**src/include/gcr_pkg.sv**
```systemverilog
// Package of the rate sensor register bank: offsets, fields, timing and carriers.
// Assumes a 100 MHz ref_clk and byte-level register access from the serial port engine.
package gcr_pkg;

    // Timing
    localparam int CLK_PERIOD_NS = 10;
    localparam int INT_PERIOD_8K_NS = 125000;
    localparam int INT_PERIOD_1K_NS = 1000000;
    localparam int IRQ_PULSE_US = 50;
    localparam int CYC_8K = INT_PERIOD_8K_NS / CLK_PERIOD_NS;
    localparam int CYC_1K = INT_PERIOD_1K_NS / CLK_PERIOD_NS;
    localparam int CYC_PULSE = (IRQ_PULSE_US * 1000) / CLK_PERIOD_NS;
    localparam int TMR_W = 17;
    localparam int PULSE_W = 16;

    // Register offsets
    localparam logic [7:0] ADDR_IDENTITY = 8'h00;
    localparam logic [7:0] ADDR_DIVIDER = 8'h15;
    localparam logic [7:0] ADDR_FILTER = 8'h16;
    localparam logic [7:0] ADDR_IRQ_SETUP = 8'h17;
    localparam logic [7:0] ADDR_FLAGS = 8'h1a;
    localparam logic [7:0] ADDR_TEMP_HI = 8'h1b;
    localparam logic [7:0] ADDR_TEMP_LO = 8'h1c;
    localparam logic [7:0] ADDR_RATEX_HI = 8'h1d;
    localparam logic [7:0] ADDR_RATEX_LO = 8'h1e;
    localparam logic [7:0] ADDR_RATEY_HI = 8'h1f;
    localparam logic [7:0] ADDR_RATEY_LO = 8'h20;
    localparam logic [7:0] ADDR_RATEZ_HI = 8'h21;
    localparam logic [7:0] ADDR_RATEZ_LO = 8'h22;
    localparam logic [7:0] ADDR_POWER = 8'h3e;
    // Burst pointer parks on the first reserved address it reaches
    localparam logic [7:0] ADDR_HOLD_LO = 8'h23;
    localparam logic [7:0] ADDR_HOLD_HI = 8'h3d;

    // Fields and reset values
    localparam logic [7:0] RST_ZERO = 8'h00;
    localparam logic [7:0] FILTER_MASK = 8'h1f;
    localparam logic [7:0] IRQ_SETUP_MASK = 8'hf5;
    localparam logic [2:0] FILT_8K = 3'h0;
    localparam logic [2:0] FILT_RSVD = 3'h7;
    localparam logic [2:0] CLKSEL_OSC = 3'h0;
    localparam int ID_LSB = 1;
    localparam int ID_MSB = 6;
    localparam int RANGE_LSB = 3;
    localparam int RANGE_MSB = 4;
    localparam int FILT_MSB = 2;
    localparam int CLKSEL_MSB = 2;
    localparam int IRQ_POL_BIT = 7;
    localparam int IRQ_OD_BIT = 6;
    localparam int IRQ_LATCH_BIT = 5;
    localparam int IRQ_ANYRD_BIT = 4;
    localparam int IRQ_CLKRDY_BIT = 2;
    localparam int IRQ_DRDY_BIT = 0;
    localparam int FLAG_CLKRDY_BIT = 2;
    localparam int FLAG_DRDY_BIT = 0;

    typedef struct packed {
        logic [15:0] temp;
        logic [15:0] rateX;
        logic [15:0] rateY;
        logic [15:0] rateZ;
    } gcr_sample_s;

    typedef struct packed {
        logic polarityLow;
        logic openDrain;
        logic latchMode;
    } gcr_irqpin_s;

    typedef enum logic {
        PIN_IDLE = 1'b0,
        PIN_PULSE = 1'b1
    } gcr_pin_e;

endpackage : gcr_pkg

```
**src/core/gcr_reg_bank.sv**
```systemverilog
// Register bank of a three-axis rate sensor, byte access from the serial port engine.
// Assumes addrStb, wrStb and rdStb are one-cycle pulses framed by the bus transfer.
`timescale 1ns/1ns
// Summary of operation
// - Single and burst access; pointer advances per byte, parks in reserved area.
// - Bus address held in identity bits 6:1, writable; host keeps bit 7 zero.
// - Filter code 0 samples at 8 kHz, 1 to 6 at 1 kHz, 7 reserved.
// - New result loaded every divider plus one internal sampling periods.
// - Divider is a full 8-bit register, any value, reset zero.
// - Range field bits 4:3 resets to zero; code 3 is the valid range.
// - Polarity bit 7 set makes the interrupt pin active low.
// - Drive bit 6 set makes the pin open drain, driving low only.
// - Latch bit 5 holds the pin until cleared, else 50 us pulse.
// - Clear bit 4 set clears on any read, else on status read only.
// - Clock-ready enable raises interrupt when the PLL locks after a change to a source other than the oscillator.
// - Data-ready enable raises interrupt per new sample; setup register resets zero.
// - A status flag sets only when its source fires and is enabled.
// - Flags behave independently of pin polarity and pulse or latch choice.
// - Temperature and rate results are 16-bit two's complement, high and low bytes.
module gcr_reg_bank import gcr_pkg::*; #(
    parameter int INT_8K_CYC = CYC_8K,
    parameter int INT_1K_CYC = CYC_1K,
    parameter int PULSE_CYC = CYC_PULSE,
    parameter logic [5:0] BUS_ADDR_RST = 6'h2a // Arbitrary value
) (
    // Clock and reset
    input wire logic ref_clk,
    input wire logic rstn,
    // Register access from the serial engine
    input wire logic addrStb,
    input wire logic [7:0] addrIn,
    input wire logic wrStb,
    input wire logic [7:0] wrData,
    input wire logic rdStb,
    output logic [7:0] rdData,
    // Sensor path
    input wire gcr_sample_s sampleIn,
    input wire logic pllLocked,
    output logic sampleTick,
    // Configuration to the rest of the device
    output logic [5:0] busAddress,
    output logic [2:0] filterSetting,
    output logic [1:0] rangeSelect,
    output logic [7:0] powerControl,
    // Interrupt pin
    output logic intOut,
    output logic intOe
);
    // Pointer step: parks once it reaches the reserved area
    function automatic logic [7:0] nextPtr(input logic [7:0] p);
        if (p >= ADDR_HOLD_LO && p <= ADDR_HOLD_HI) begin
            nextPtr = p;
        end else begin
            nextPtr = p + 8'h01;
        end
    endfunction : nextPtr

    logic [7:0] ptr_q;
    logic [7:0] ptr_d;
    logic [5:0] ident_q;
    logic [7:0] div_q;
    logic [7:0] filt_q;
    logic [7:0] icfg_q;
    logic [7:0] pwr_q;
    logic clkFlag_q;
    logic clkFlag_d;
    logic drdyFlag_q;
    logic drdyFlag_d;
    logic clkPending_q;
    logic pllLocked_q;
    logic [7:0] rdData_q;
    logic [7:0] readByte;
    gcr_sample_s data_q;
    gcr_irqpin_s pinCfg;
    logic newSample;

    // Access decode
    wire access = wrStb || rdStb;
    wire wrIdent = wrStb && ptr_q == ADDR_IDENTITY;
    wire wrDiv = wrStb && ptr_q == ADDR_DIVIDER;
    wire wrFilt = wrStb && ptr_q == ADDR_FILTER;
    wire wrIcfg = wrStb && ptr_q == ADDR_IRQ_SETUP;
    wire wrPwr = wrStb && ptr_q == ADDR_POWER;
    wire inHold = ptr_q >= ADDR_HOLD_LO && ptr_q <= ADDR_HOLD_HI;

    assign ptr_d = addrStb ? addrIn : (access ? nextPtr(ptr_q) : ptr_q);

    // Interrupt sources
    wire [2:0] newClkSel = wrData[CLKSEL_MSB:0];
    wire clkChange = wrPwr && newClkSel != pwr_q[CLKSEL_MSB:0] && newClkSel != CLKSEL_OSC;
    wire lockEvent = clkPending_q && pllLocked && !pllLocked_q;
    wire clkSet = lockEvent && icfg_q[IRQ_CLKRDY_BIT];
    wire drdySet = newSample && icfg_q[IRQ_DRDY_BIT];
    wire rdClear = rdStb && (icfg_q[IRQ_ANYRD_BIT] || ptr_q == ADDR_FLAGS);

    // Set wins over a read clear in the same cycle
    assign clkFlag_d = clkSet || (clkFlag_q && !rdClear);
    assign drdyFlag_d = drdySet || (drdyFlag_q && !rdClear);

    // Pin setup; flags above do not look at it
    assign pinCfg.polarityLow = icfg_q[IRQ_POL_BIT];
    assign pinCfg.openDrain = icfg_q[IRQ_OD_BIT];
    assign pinCfg.latchMode = icfg_q[IRQ_LATCH_BIT];

    always_comb begin
        case (ptr_q)
            ADDR_IDENTITY: readByte = {1'b0, ident_q, 1'b0};
            ADDR_DIVIDER: readByte = div_q;
            ADDR_FILTER: readByte = filt_q;
            ADDR_IRQ_SETUP: readByte = icfg_q;
            ADDR_FLAGS: readByte = {5'h00, clkFlag_q, 1'b0, drdyFlag_q};
            ADDR_TEMP_HI: readByte = data_q.temp[15:8];
            ADDR_TEMP_LO: readByte = data_q.temp[7:0];
            ADDR_RATEX_HI: readByte = data_q.rateX[15:8];
            ADDR_RATEX_LO: readByte = data_q.rateX[7:0];
            ADDR_RATEY_HI: readByte = data_q.rateY[15:8];
            ADDR_RATEY_LO: readByte = data_q.rateY[7:0];
            ADDR_RATEZ_HI: readByte = data_q.rateZ[15:8];
            ADDR_RATEZ_LO: readByte = data_q.rateZ[7:0];
            ADDR_POWER: readByte = pwr_q;
            default: readByte = RST_ZERO;
        endcase
    end

    // Pointer and read data
    always_ff @(posedge ref_clk or negedge rstn) begin
        if (!rstn) begin
            ptr_q <= RST_ZERO;
            rdData_q <= RST_ZERO;
        end else begin
            ptr_q <= ptr_d;
            if (rdStb) begin
                rdData_q <= readByte;
            end
        end
    end

    // Writable registers
    always_ff @(posedge ref_clk or negedge rstn) begin
        if (!rstn) begin
            ident_q <= BUS_ADDR_RST;
            div_q <= RST_ZERO;
            filt_q <= RST_ZERO;
            icfg_q <= RST_ZERO;
            pwr_q <= RST_ZERO;
        end else begin
            if (wrIdent) begin
                ident_q <= wrData[ID_MSB:ID_LSB];
            end
            if (wrDiv) begin
                div_q <= wrData;
            end
            if (wrFilt) begin
                filt_q <= wrData & FILTER_MASK;
            end
            if (wrIcfg) begin
                icfg_q <= wrData & IRQ_SETUP_MASK;
            end
            if (wrPwr) begin
                pwr_q <= wrData;
            end
        end
    end

    // Status flags, lock tracking and result registers
    always_ff @(posedge ref_clk or negedge rstn) begin
        if (!rstn) begin
            clkFlag_q <= 1'b0;
            drdyFlag_q <= 1'b0;
            clkPending_q <= 1'b0;
            pllLocked_q <= 1'b0;
            data_q <= '0;
        end else begin
            clkFlag_q <= clkFlag_d;
            drdyFlag_q <= drdyFlag_d;
            pllLocked_q <= pllLocked;
            clkPending_q <= clkChange || (clkPending_q && !lockEvent);
            if (newSample) begin
                data_q <= sampleIn;
            end
        end
    end

    gcr_sample_timer #(
        .FAST_CYC(INT_8K_CYC),
        .SLOW_CYC(INT_1K_CYC)
    ) u_timer (
        .ref_clk(ref_clk),
        .rstn(rstn),
        .filterSetting(filt_q[FILT_MSB:0]),
        .divider(div_q),
        .internalTick(),
        .sampleTick(newSample)
    );

    gcr_irq_pin #(
        .PULSE_CYC(PULSE_CYC)
    ) u_pin (
        .ref_clk(ref_clk),
        .rstn(rstn),
        .cfg(pinCfg),
        .irqEvent(clkSet || drdySet),
        .irqLatched(clkFlag_q || drdyFlag_q),
        .intOut(intOut),
        .intOe(intOe)
    );

    assign rdData = rdData_q;
    assign sampleTick = newSample;
    assign busAddress = ident_q;
    assign filterSetting = filt_q[FILT_MSB:0];
    assign rangeSelect = filt_q[RANGE_MSB:RANGE_LSB];
    assign powerControl = pwr_q;

    a_burst_step: assert property (@(posedge ref_clk) disable iff (!rstn)
        access && !addrStb && !inHold |=> ptr_q == $past(ptr_q) + 8'h01)
        else $error("pointer did not advance after a byte");

    a_burst_park: assert property (@(posedge ref_clk) disable iff (!rstn)
        access && !addrStb && inHold |=> $stable(ptr_q))
        else $error("pointer left the reserved area");

    a_addr_write: assert property (@(posedge ref_clk) disable iff (!rstn)
        wrIdent && !addrStb |=> busAddress == $past(wrData[ID_MSB:ID_LSB]))
        else $error("bus address not taken from write");

    a_div_write: assert property (@(posedge ref_clk) disable iff (!rstn)
        wrDiv |=> div_q == $past(wrData))
        else $error("divider not written whole");

    a_status_gate: assert property (@(posedge ref_clk) disable iff (!rstn)
        !drdyFlag_q ##1 drdyFlag_q |-> $past(newSample) && $past(icfg_q[IRQ_DRDY_BIT]))
        else $error("data flag set without enabled source");

    a_set_wins: assert property (@(posedge ref_clk) disable iff (!rstn)
        (drdySet |=> drdyFlag_q) and (clkSet |=> clkFlag_q))
        else $error("flag set lost against read clear");

    a_read_clear: assert property (@(posedge ref_clk) disable iff (!rstn)
        rdClear && !drdySet && !clkSet |=> !drdyFlag_q && !clkFlag_q)
        else $error("read did not clear status");

    a_data_load: assert property (@(posedge ref_clk) disable iff (!rstn)
        newSample |=> data_q == $past(sampleIn))
        else $error("sample not loaded on tick");

    a_read_high: assert property (@(posedge ref_clk) disable iff (!rstn)
        rdStb && ptr_q == ADDR_RATEX_HI |=> rdData == $past(data_q.rateX[15:8]))
        else $error("high byte read wrong");

    a_low_byte: assert property (@(posedge ref_clk) disable iff (!rstn)
        rdStb && ptr_q == ADDR_RATEZ_LO |=> rdData == $past(data_q.rateZ[7:0]))
        else $error("low byte read wrong");

    a_ident_read: assert property (@(posedge ref_clk) disable iff (!rstn)
        rdStb && ptr_q == ADDR_IDENTITY |=> rdData == {1'b0, $past(ident_q), 1'b0})
        else $error("identity read does not show the bus address");

    a_addr_load: assert property (@(posedge ref_clk) disable iff (!rstn)
        addrStb |=> ptr_q == $past(addrIn))
        else $error("pointer not loaded from the address byte");

    a_reserved_zero: assert property (@(posedge ref_clk) disable iff (!rstn)
        rdStb && inHold |=> rdData == RST_ZERO)
        else $error("reserved area read not zero");

    a_filt_mask: assert property (@(posedge ref_clk) disable iff (!rstn)
        wrFilt |=> filt_q == ($past(wrData) & FILTER_MASK))
        else $error("filter register keeps undefined bits");

    a_setup_mask: assert property (@(posedge ref_clk) disable iff (!rstn)
        wrIcfg |=> icfg_q == ($past(wrData) & IRQ_SETUP_MASK))
        else $error("setup register keeps undefined bits");

    a_range_write: assert property (@(posedge ref_clk) disable iff (!rstn)
        wrFilt |=> rangeSelect == $past(wrData[RANGE_MSB:RANGE_LSB]))
        else $error("range field not taken from write");

    a_pend_arm: assert property (@(posedge ref_clk) disable iff (!rstn)
        wrPwr && wrData[CLKSEL_MSB:0] != CLKSEL_OSC
            && wrData[CLKSEL_MSB:0] != powerControl[CLKSEL_MSB:0] |=> clkPending_q)
        else $error("clock source change not armed");

    a_clk_gate: assert property (@(posedge ref_clk) disable iff (!rstn)
        !clkFlag_q ##1 clkFlag_q |-> $past(lockEvent) && $past(icfg_q[IRQ_CLKRDY_BIT]))
        else $error("clock flag set without enabled lock event");

    a_flags_read: assert property (@(posedge ref_clk) disable iff (!rstn)
        rdStb && ptr_q == ADDR_FLAGS |=> rdData[FLAG_DRDY_BIT] == $past(drdyFlag_q)
            && rdData[FLAG_CLKRDY_BIT] == $past(clkFlag_q))
        else $error("status read does not show the flags");

    a_drdy_hold: assert property (@(posedge ref_clk) disable iff (!rstn)
        !drdySet && !rdClear |=> drdyFlag_q == $past(drdyFlag_q))
        else $error("data flag moved without set or clear");

    a_clk_hold: assert property (@(posedge ref_clk) disable iff (!rstn)
        !clkSet && !rdClear |=> clkFlag_q == $past(clkFlag_q))
        else $error("clock flag moved without set or clear");

    a_keep_flag: assert property (@(posedge ref_clk) disable iff (!rstn)
        rdStb && !icfg_q[IRQ_ANYRD_BIT] && ptr_q != ADDR_FLAGS && drdyFlag_q |=> drdyFlag_q)
        else $error("other read cleared the status");

endmodule : gcr_reg_bank

```
**src/core/gcr_sample_timer.sv**
```systemverilog
// Internal sampling tick (8 kHz or 1 kHz) and output-rate divider.
// Assumes ref_clk at 100 MHz; ticks are one-cycle pulses.
`timescale 1ns/1ns
module gcr_sample_timer import gcr_pkg::*; #(
    parameter int FAST_CYC = CYC_8K,
    parameter int SLOW_CYC = CYC_1K
) (
    // Clock and reset
    input wire logic ref_clk,
    input wire logic rstn,
    // Configuration
    input wire logic [2:0] filterSetting,
    input wire logic [7:0] divider,
    // Ticks
    output logic internalTick,
    output logic sampleTick
);
    logic [TMR_W-1:0] cnt_q;
    logic [TMR_W-1:0] cnt_d;
    logic [7:0] divCnt_q;
    logic [7:0] divCnt_d;
    logic tick_q;
    logic sample_q;

    wire fast = (filterSetting == FILT_8K);
    wire halted = (filterSetting == FILT_RSVD);
    wire [TMR_W-1:0] limit = fast ? TMR_W'(FAST_CYC - 1) : TMR_W'(SLOW_CYC - 1);
    wire periodEnd = !halted && (cnt_q >= limit);
    wire divEnd = (divCnt_q >= divider);

    assign cnt_d = (halted || periodEnd) ? '0 : cnt_q + TMR_W'(1);
    assign divCnt_d = periodEnd ? (divEnd ? 8'h00 : divCnt_q + 8'h01) : divCnt_q;

    always_ff @(posedge ref_clk or negedge rstn) begin
        if (!rstn) begin
            cnt_q <= '0;
            divCnt_q <= 8'h00;
            tick_q <= 1'b0;
            sample_q <= 1'b0;
        end else begin
            cnt_q <= cnt_d;
            divCnt_q <= divCnt_d;
            tick_q <= periodEnd;
            sample_q <= periodEnd && divEnd;
        end
    end

    assign internalTick = tick_q;
    assign sampleTick = sample_q;

    a_rate_period: assert property (@(posedge ref_clk) disable iff (!rstn)
        periodEnd |=> internalTick && cnt_q == '0 && $past(cnt_q) >= $past(limit))
        else $error("internal tick not at end of selected period");

    a_divided_rate: assert property (@(posedge ref_clk) disable iff (!rstn)
        sampleTick |-> $past(divCnt_q) >= $past(divider) && $past(periodEnd))
        else $error("sample tick without divider expiry");

endmodule : gcr_sample_timer

```
**src/core/gcr_irq_pin.sv**
```systemverilog
// Interrupt pin driver: polarity, push-pull or open drain, latch or timed pulse.
// Assumes one-cycle event pulses and a latched level from the register bank.
`timescale 1ns/1ns
module gcr_irq_pin import gcr_pkg::*; #(
    parameter int PULSE_CYC = CYC_PULSE
) (
    // Clock and reset
    input wire logic ref_clk,
    input wire logic rstn,
    // Pin setup
    input wire gcr_irqpin_s cfg,
    // Interrupt sources
    input wire logic irqEvent,
    input wire logic irqLatched,
    // Pin
    output logic intOut,
    output logic intOe
);
    gcr_pin_e state_q;
    logic [PULSE_W-1:0] cnt_q;
    logic out_q;
    logic oe_q;

    wire startPulse = irqEvent && !cfg.latchMode;
    wire lastCycle = (cnt_q == '0);
    wire active = cfg.latchMode ? irqLatched : (state_q == PIN_PULSE);
    wire level = active ^ cfg.polarityLow;
    wire pinOut = cfg.openDrain ? 1'b0 : level;
    wire pinOe = cfg.openDrain ? !level : 1'b1;

    always_ff @(posedge ref_clk or negedge rstn) begin
        if (!rstn) begin
            state_q <= PIN_IDLE;
            cnt_q <= '0;
        end else begin
            case (state_q)
                PIN_IDLE: begin
                    if (startPulse) begin
                        state_q <= PIN_PULSE;
                        cnt_q <= PULSE_W'(PULSE_CYC - 1);
                    end
                end
                PIN_PULSE: begin
                    if (cfg.latchMode || lastCycle) begin
                        state_q <= PIN_IDLE;
                    end else begin
                        cnt_q <= cnt_q - PULSE_W'(1);
                    end
                end
                default: state_q <= PIN_IDLE;
            endcase
        end
    end

    always_ff @(posedge ref_clk or negedge rstn) begin
        if (!rstn) begin
            out_q <= 1'b0;
            oe_q <= 1'b1;
        end else begin
            out_q <= pinOut;
            oe_q <= pinOe;
        end
    end

    assign intOut = out_q;
    assign intOe = oe_q;

    a_pulse_start: assert property (@(posedge ref_clk) disable iff (!rstn)
        state_q == PIN_IDLE && startPulse |=> state_q == PIN_PULSE
            && cnt_q == PULSE_W'(PULSE_CYC - 1))
        else $error("pulse not started with full length");

    a_open_drain: assert property (@(posedge ref_clk) disable iff (!rstn)
        cfg.openDrain |=> !intOut && intOe == !$past(level))
        else $error("open drain pin drives high");

    a_pin_polarity: assert property (@(posedge ref_clk) disable iff (!rstn)
        !cfg.openDrain |=> intOe && intOut == ($past(active) ^ $past(cfg.polarityLow)))
        else $error("push-pull level does not follow polarity");

endmodule : gcr_irq_pin

```
**config.mk**
```make
export PLATFORM = sky130hd
export DESIGN_NAME = gcr_reg_bank
export DESIGN_NICKNAME = d
export VERILOG_FILES = /design/src/include/gcr_pkg.sv /design/src/core/gcr_reg_bank.sv /design/src/core/gcr_sample_timer.sv /design/src/core/gcr_irq_pin.sv
export SDC_FILE = /design/constraint.sdc
export NUM_CORES = 1
export LEC_CHECK = 0
export BUFFER_PORTS_ARGS = -buffer_cell sky130_fd_sc_hd__buf_2
export CORE_MARGIN = 5
export CORE_UTILIZATION = 35
export DETAILED_ROUTE_END_ITERATION = 6
export GPL_TIMING_DRIVEN = 0
export SLEW_MARGIN = 15
export SYNTH_ARGS = -nofsm -noshare
export SYNTH_HDL_FRONTEND = slang
export SYNTH_SLANG_ARGS = --single-unit
```
**constraint.sdc**
```tcl
create_clock -name ref_clk -period 3 [get_ports ref_clk]
set_clock_uncertainty 0.15 [all_clocks]
set_input_delay 0.6 -clock ref_clk [delete_from_list [all_inputs] [get_ports ref_clk]]
set_output_delay 0.6 -clock ref_clk [all_outputs]
set_load 0.1 [all_outputs]
```
Word level (Yosys, flattened, before mapping)
Index checks and enable logic that the tools add are counted.
{"block": "totals", "regBits": 162, "out_inout_bits": 30, "wordCells": 107}
{"block": "classes", "addsub": 4, "n_lt_le_gt_ge": 4, "eq_ne": 18, "mux": 16, "bitwise": 2, "reduce_logical": 41}
{"op": "case mux 8 bit (14 select lines)", "n": 1}
{"op": "== test 8 x 5 -> 1 bit, second input constant", "n": 9}
{"op": "2-to-1 mux 17 bit", "n": 2}
{"op": "== test 8 x 6 -> 1 bit, second input constant", "n": 4}
{"op": "2-to-1 mux 16 bit", "n": 2}
{"op": "2-to-1 mux 8 bit", "n": 4}
{"op": "case mux 16 bit (2 select lines)", "n": 1}
{"op": "logical AND 1 bit", "n": 19}
{"op": "adder 17 x 1 -> 17 bit, second input constant", "n": 1}
{"op": ">= comparator 17 bit", "n": 1}
{"op": "adder 8 x 1 -> 8 bit, second input constant", "n": 2}
{"op": "zero test 16 bit", "n": 1}
{"op": "subtractor 16 x 1 -> 16 bit, second input constant", "n": 1}
{"op": "logical OR 1 bit", "n": 9}
{"op": ">= comparator 8 x 6 -> 1 bit, second input constant", "n": 1}
{"op": ">= comparator 8 bit", "n": 1}
{"op": "<= comparator 8 x 6 -> 1 bit, second input constant", "n": 1}
{"op": "zero test 8 bit", "n": 1}
{"op": "zero test 1 bit", "n": 6}
{"op": "2-to-1 mux 1 bit", "n": 5}
{"op": "!= test 2 bit, second input constant", "n": 2}
{"op": "AND reduction 2 bit", "n": 2}
{"op": "== test 3 bit, second input constant", "n": 1}
{"op": "zero test 3 bit", "n": 1}
{"op": "other kinds (7)", "n": 7}

Logic depth before layout (Yosys ltp)
{"block": "depth", "ltp_word": 7, "ltp_mapped": 11, "ltp_nobuf": 9}

Hierarchy
From an unflattened synthesis, not the netlist that was laid out.
{"block": "unflattened", "cells_unflattened": 746, "area_unflattened_um2": 8300.5}
{"mod": "gcr_reg_bank", "instances": 1, "cells_per_inst": 458, "area_each_um2": 5577.8, "seq_area_each_um2": 2931.6}
{"mod": "gcr_sample_timer", "instances": 1, "cells_per_inst": 179, "area_each_um2": 1672.9, "seq_area_each_um2": 675.6}
{"mod": "gcr_irq_pin", "instances": 1, "cells_per_inst": 109, "area_each_um2": 1049.8, "seq_area_each_um2": 476.7}

Least setup slack after synthesis
No wires, ideal clock.
{"block": "synth_timing", "kind": "reg2reg", "startpoint": "register filt_q[2]", "endpoint": "register u_timer.divCnt_q[5]", "setup_ns": 0.126, "arrival_ns": 3.165, "t_required_ns": 2.724, "setup_slack_ns": -0.441, "path_stages_with_launch": 10, "period_less_slack_ns": 3.441, "path_cell_list": "dfrtp_1 > nor3_4 > inv_1 > ha_1 > nand2b_1 > or3b_2 > a221oi_1 > or3_4 > o21ai_1 > a221o_1"}
{"block": "synth_via", "elab_chain_cells": 4, "elab_cells_between_ends": 6, "classes_between": "order compare: 1; eq/ne: 1; mux: 1; reduce/logical: 3"}
{"element": "start: declaration", "line_no": "gcr_reg_bank.sv:62", "text": "logic [7:0] filt_q;"}
{"element": "start signal: assignment", "line_no": "gcr_reg_bank.sv:154", "text": "filt_q <= wrData & FILTER_MASK;"}
{"element": "zero test 3 bit", "line_no": "gcr_sample_timer.sv:25", "text": "wire fast = (filterSetting == FILT_8K);"}
{"element": "2-to-1 mux 17 bit", "line_no": "gcr_sample_timer.sv:27", "text": "wire [TMR_W-1:0] limit = fast ? TMR_W'(FAST_CYC - 1) : TMR_W'(SLOW_CYC - 1);"}
{"element": ">= comparator 17 bit", "line_no": "gcr_sample_timer.sv:28", "text": "wire periodEnd = !halted && (cnt_q >= limit);"}
{"element": "logical AND 1 bit *", "line_no": "gcr_sample_timer.sv:28"}
{"element": "end signal: assignment", "line_no": "gcr_sample_timer.sv:42", "text": "divCnt_q <= divCnt_d;"}
{"element": "end: declaration", "line_no": "gcr_sample_timer.sv:20", "text": "logic [7:0] divCnt_q;"}
Every way passes the cells marked *; elsewhere a longest branch is shown, timed or not.
A chain may end at the register's enable or synchronous reset.

Worst setup path in the final report
{"block": "layout_timing", "startpoint": "register filt_q[0]", "endpoint": "register u_timer.divCnt_q[3]"}
Same word-level chain as after synthesis.

==> run summary <==
Final setup viols - 0
Critical path capture point type - flop
Synthesized area per cell - 11.02 µm²
Final worst slack - 0.06910 ns
DP Cell Count - 1175
ANT nets after route - 0
Cells after synthesis - 742
Min-delay worst type - input pin to flop
Overall routing resource usage - 17.93%
Vias in the first global route - 6549
Reg2reg start - filt_q[0]$_DFFE_PN0P_
WS Path Type - flop to flop
Worst Hold End - pllLocked_q$_DFF_PN0_
Layout cells sized above 1 - 32.21%
Maximum vdd drop - 0.3505 mV
CTS tree - done
Final Cycle Share - 97.70%
Sequential element share of the synthesized area - 49.63%
Primary FF master, synth - dfrtp_1
Worst endpoint data arrival time - 3.10 ns
Power Total - 6.032 mW
Synth top area cells - dfrtp_1, mux2_2, nand2_1
Met2 Track Usage GR - 29.47%
Slew @ Worst Pin - 0.8177 ns
H-tree Lvls - 4
Crit-path max FO - 5
Initial DRC Count - 471
Global route overflow - 0
Syn_nets - 846
Initial Utilization - 35.15%
Hold_ws - 0.1682 ns
Num rows - 56
Die W - 162.9 µm
Netlist cell types - 71
First-pass GRT wire length - 37030 µm
Post-DR vias/cell - 5.251
Post-route cell area - 9935 µm²
Max Transition Viols Final - 0
Final Critical Period - 2.931 ns
Asr flop ratio synth - 100.0%
Hold path cells - 1
EDFF count, synth - 0
Cells on worst reg2reg path - 9
Die Height - 162.9 µm
Number of antenna violations at the first check in global routing - 1
Status - finished with violations
Synth Register Bits - 162
Hold Fails Final Rpt - 0
WL/cell - 19.16 µm
Worst setup SP type - flop
Worst-Skew Late Latency - 0.43 ns
Pleak - 4.621 nW
Die area - 26520 µm²
Non-Filler Instances - 1214
Area Growth Syn to Fin - 21.48%
Max-Cap Viols - 0
Pre-CTS setup slack - -0.1928 ns
Clk slew on worst S/H paths - 0.07 ns
Peak Freq - 341.2 MHz
Total Nets Final - 985
Ys Warns - 0
Gr busiest metal - met2
RSZ-0062 raised after global routing - yes
HPWL after detailed placement - 16890 µm
Clock sink count - 162
Io pins - 116
Power per cell area - 607.2 nW/µm²
Mapped Area - 8178 µm²
Relative slew slack - 45.48%
Core area - 23260 µm²
Post-synth top area share - 48.35%
Failing checks - design-rule violations
DRC violation count after routing - 9
Worst endpoint required time - 3.17 ns
Area leader, netlist - dfrtp_1
Drt total wl - 23260 µm
Clk buf depth - 2
Met1 global-route usage - 23.89%
R2R Setup Slk - 0.07 ns
GPL Wtd Cong - 0.8338
Total number of vias - 6375
I/O Buffers - 113
Largest net degree at the start of global routing - 96
GR Layer Usage met3 - 4.227%
DR pass1 iterations - 7
Hold Path Origin - pllLocked
Worst r2r dst - u_timer.divCnt_q[3]$_DFFE_PN0P_
Root buf cell - clkbuf_16
Total clock buffers created by CTS - 17
Placed Area - 9213 µm²
-- metal layers --
metal  vias up  share of wire [%]
met4         2                1.3
met1      3137                 44
met3        25                6.7
li1       3005                  -
met2       206                 47
met5         -              0.030
-- how the worst max path moves through the flow --
stage                           from                              end  slack (ns)  depth (start not counted)
5_1_grt        filt_q[0]$_DFFE_PN0P_  u_timer.divCnt_q[3]$_DFFE_PN0P_       -0.04                          9
2_1_floorplan  filt_q[0]$_DFFE_PN0P_      u_timer.cnt_q[15]$_DFF_PN0_       -0.06                         11
6_report       filt_q[0]$_DFFE_PN0P_  u_timer.divCnt_q[3]$_DFFE_PN0P_        0.07                          9
4_1_cts        filt_q[2]$_DFFE_PN0P_      u_timer.cnt_q[10]$_DFF_PN0_        0.02                         11
3_3_place_gp                    rstn            filt_q[1]$_DFFE_PN0P_       -2.00                          1
3_5_place_dp   filt_q[0]$_DFFE_PN0P_  u_timer.divCnt_q[6]$_DFFE_PN0P_       -0.19                          9
-- registers in the layout, indices dropped and copies added (netlist names), 6 cells and up --
signal and cells:
ptr_q 8, rdData 8, icfg_q 6, busAddress 6
u_pin.cnt_q 16, u_timer.cnt_q 17, powerControl 8, data_q 64
div_q 8, u_timer.divCnt_q 8
-- cells by family (layout without fill, tap and decap cells) --
kind of cell             count (synthesis)  in the layout  share of synthesized area [%]
other                                    0              1                              0
AND/OR/NAND/NOR                        235            235                          15.16
flip-flops                             162            162                          49.63
AO/OA/AOI/OAI                          137            137                          12.15
XOR/XNOR                                32             32                          3.427
adder cells (fa/ha/maj)                 18             18                          2.754
multiplexers                           104            104                          14.21
buffers and inverters                   54            206                          2.662
-- where the power goes --
group | switching, mW | internal (mW)
Sequential | 0.176 | 2.37
Combinational | 0.861 | 0.378
Clock | 0.963 | 1.29
Total | 2.00 | 4.03
-- stage by stage --
stage                     TNS (ns)  util (%)
final                            0     42.71
after global routing      -0.09170     42.70
after CTS                        0     42.30
after detailed placement    -3.433     39.60
after global placement     -227.84     39.44
after floorplan            -0.3558         -
-- timing repair --
item / in CTS / in global routing
setup buffers: 1 / 4
hold buffers: 1 / 0
gates resized for setup: 1 / 10
endpoints found under the setup margin: 36 / 26
endpoints found under the hold margin: 29 / 0
pin swaps: 2 / 5
-- cells in the mapped netlist (3+ instances only) --
| cell | count |
|---|---|
| a211o_1 | 3 |
| a211oi_1 | 3 |
| a21o_1 | 4 |
| a21oi_1 | 16 |
| a221o_1 | 3 |
| a221oi_1 | 3 |
| a222oi_1 | 7 |
| a22o_1 | 13 |
| a22oi_1 | 12 |
| a31oi_1 | 5 |
| a32oi_1 | 5 |
| and2_0 | 3 |
| and2_1 | 8 |
| and3_1 | 15 |
| buf_1 | 5 |
| buf_2 | 5 |
| clkbuf_1 | 23 |
| dfrtp_1 | 158 |
| dfstp_2 | 4 |
| ha_1 | 18 |
| inv_1 | 19 |
| mux2_2 | 97 |
| mux2i_1 | 7 |
| nand2_1 | 64 |
| nand2b_1 | 12 |
| nand3_1 | 29 |
| nand4_1 | 6 |
| nor2_1 | 40 |
| nor2b_1 | 6 |
| nor3_1 | 22 |
| nor3_2 | 3 |
| nor4_1 | 4 |
| o211ai_1 | 3 |
| o21ai_0 | 34 |
| o221ai_1 | 3 |
| o22ai_1 | 6 |
| xnor2_1 | 11 |
| xor2_1 | 21 |
-- cell type report --
| type | count | area, µm² |
|---|---|---|
| fillers | 2264 | 13330 |
| clock buffers | 19 | 452.9 |
| clock inverters | 13 | 148.9 |
| repair buffers | 120 | 650.6 |
| diodes | 1 | 2.502 |
| plain buffers | 35 | 152.6 |
| inverters | 19 | 71.32 |
| well taps | 319 | 399.1 |
| multi-input cells | 526 | 3986 |
| flip-flops and latches | 162 | 4070 |
-- cells in the final DEF, fill, tap and decap left out, types with 4 or more instances in the layout --
cell type / instances
dfstp_2: 4
a31oi_1: 5
a22oi_1: 12
nor2b_1: 6
nand2b_1: 12
xor2_1: 21
nor3_1: 21
clkbuf_1: 23
nor3_2: 4
xnor2_1: 11
a21o_1: 4
buf_2: 116
clkbuf_16: 17
and3_1: 15
a222oi_1: 7
a21oi_1: 14
nand2_1: 64
nand4_1: 6
dfrtp_1: 155
ha_1: 15
buf_4: 5
buf_1: 5
and2_1: 8
a22o_1: 13
o21ai_0: 34
mux2_2: 97
nand3_1: 29
a32oi_1: 5
o22ai_1: 6
inv_1: 18
mux2i_1: 7
nor2_1: 40
inv_6: 4
-- critical path, stage by stage (launching register included) --
cell      delay (ns)
dfrtp_4         0.53
nor3_4          0.22
inv_2           0.12
ha_4            0.28
nand2b_1        0.08
or3b_4          0.43
a221oi_2        0.25
or3_4           0.22
o21ai_1         0.16
a221o_1         0.38
Power figures use the tool's default switching activity.
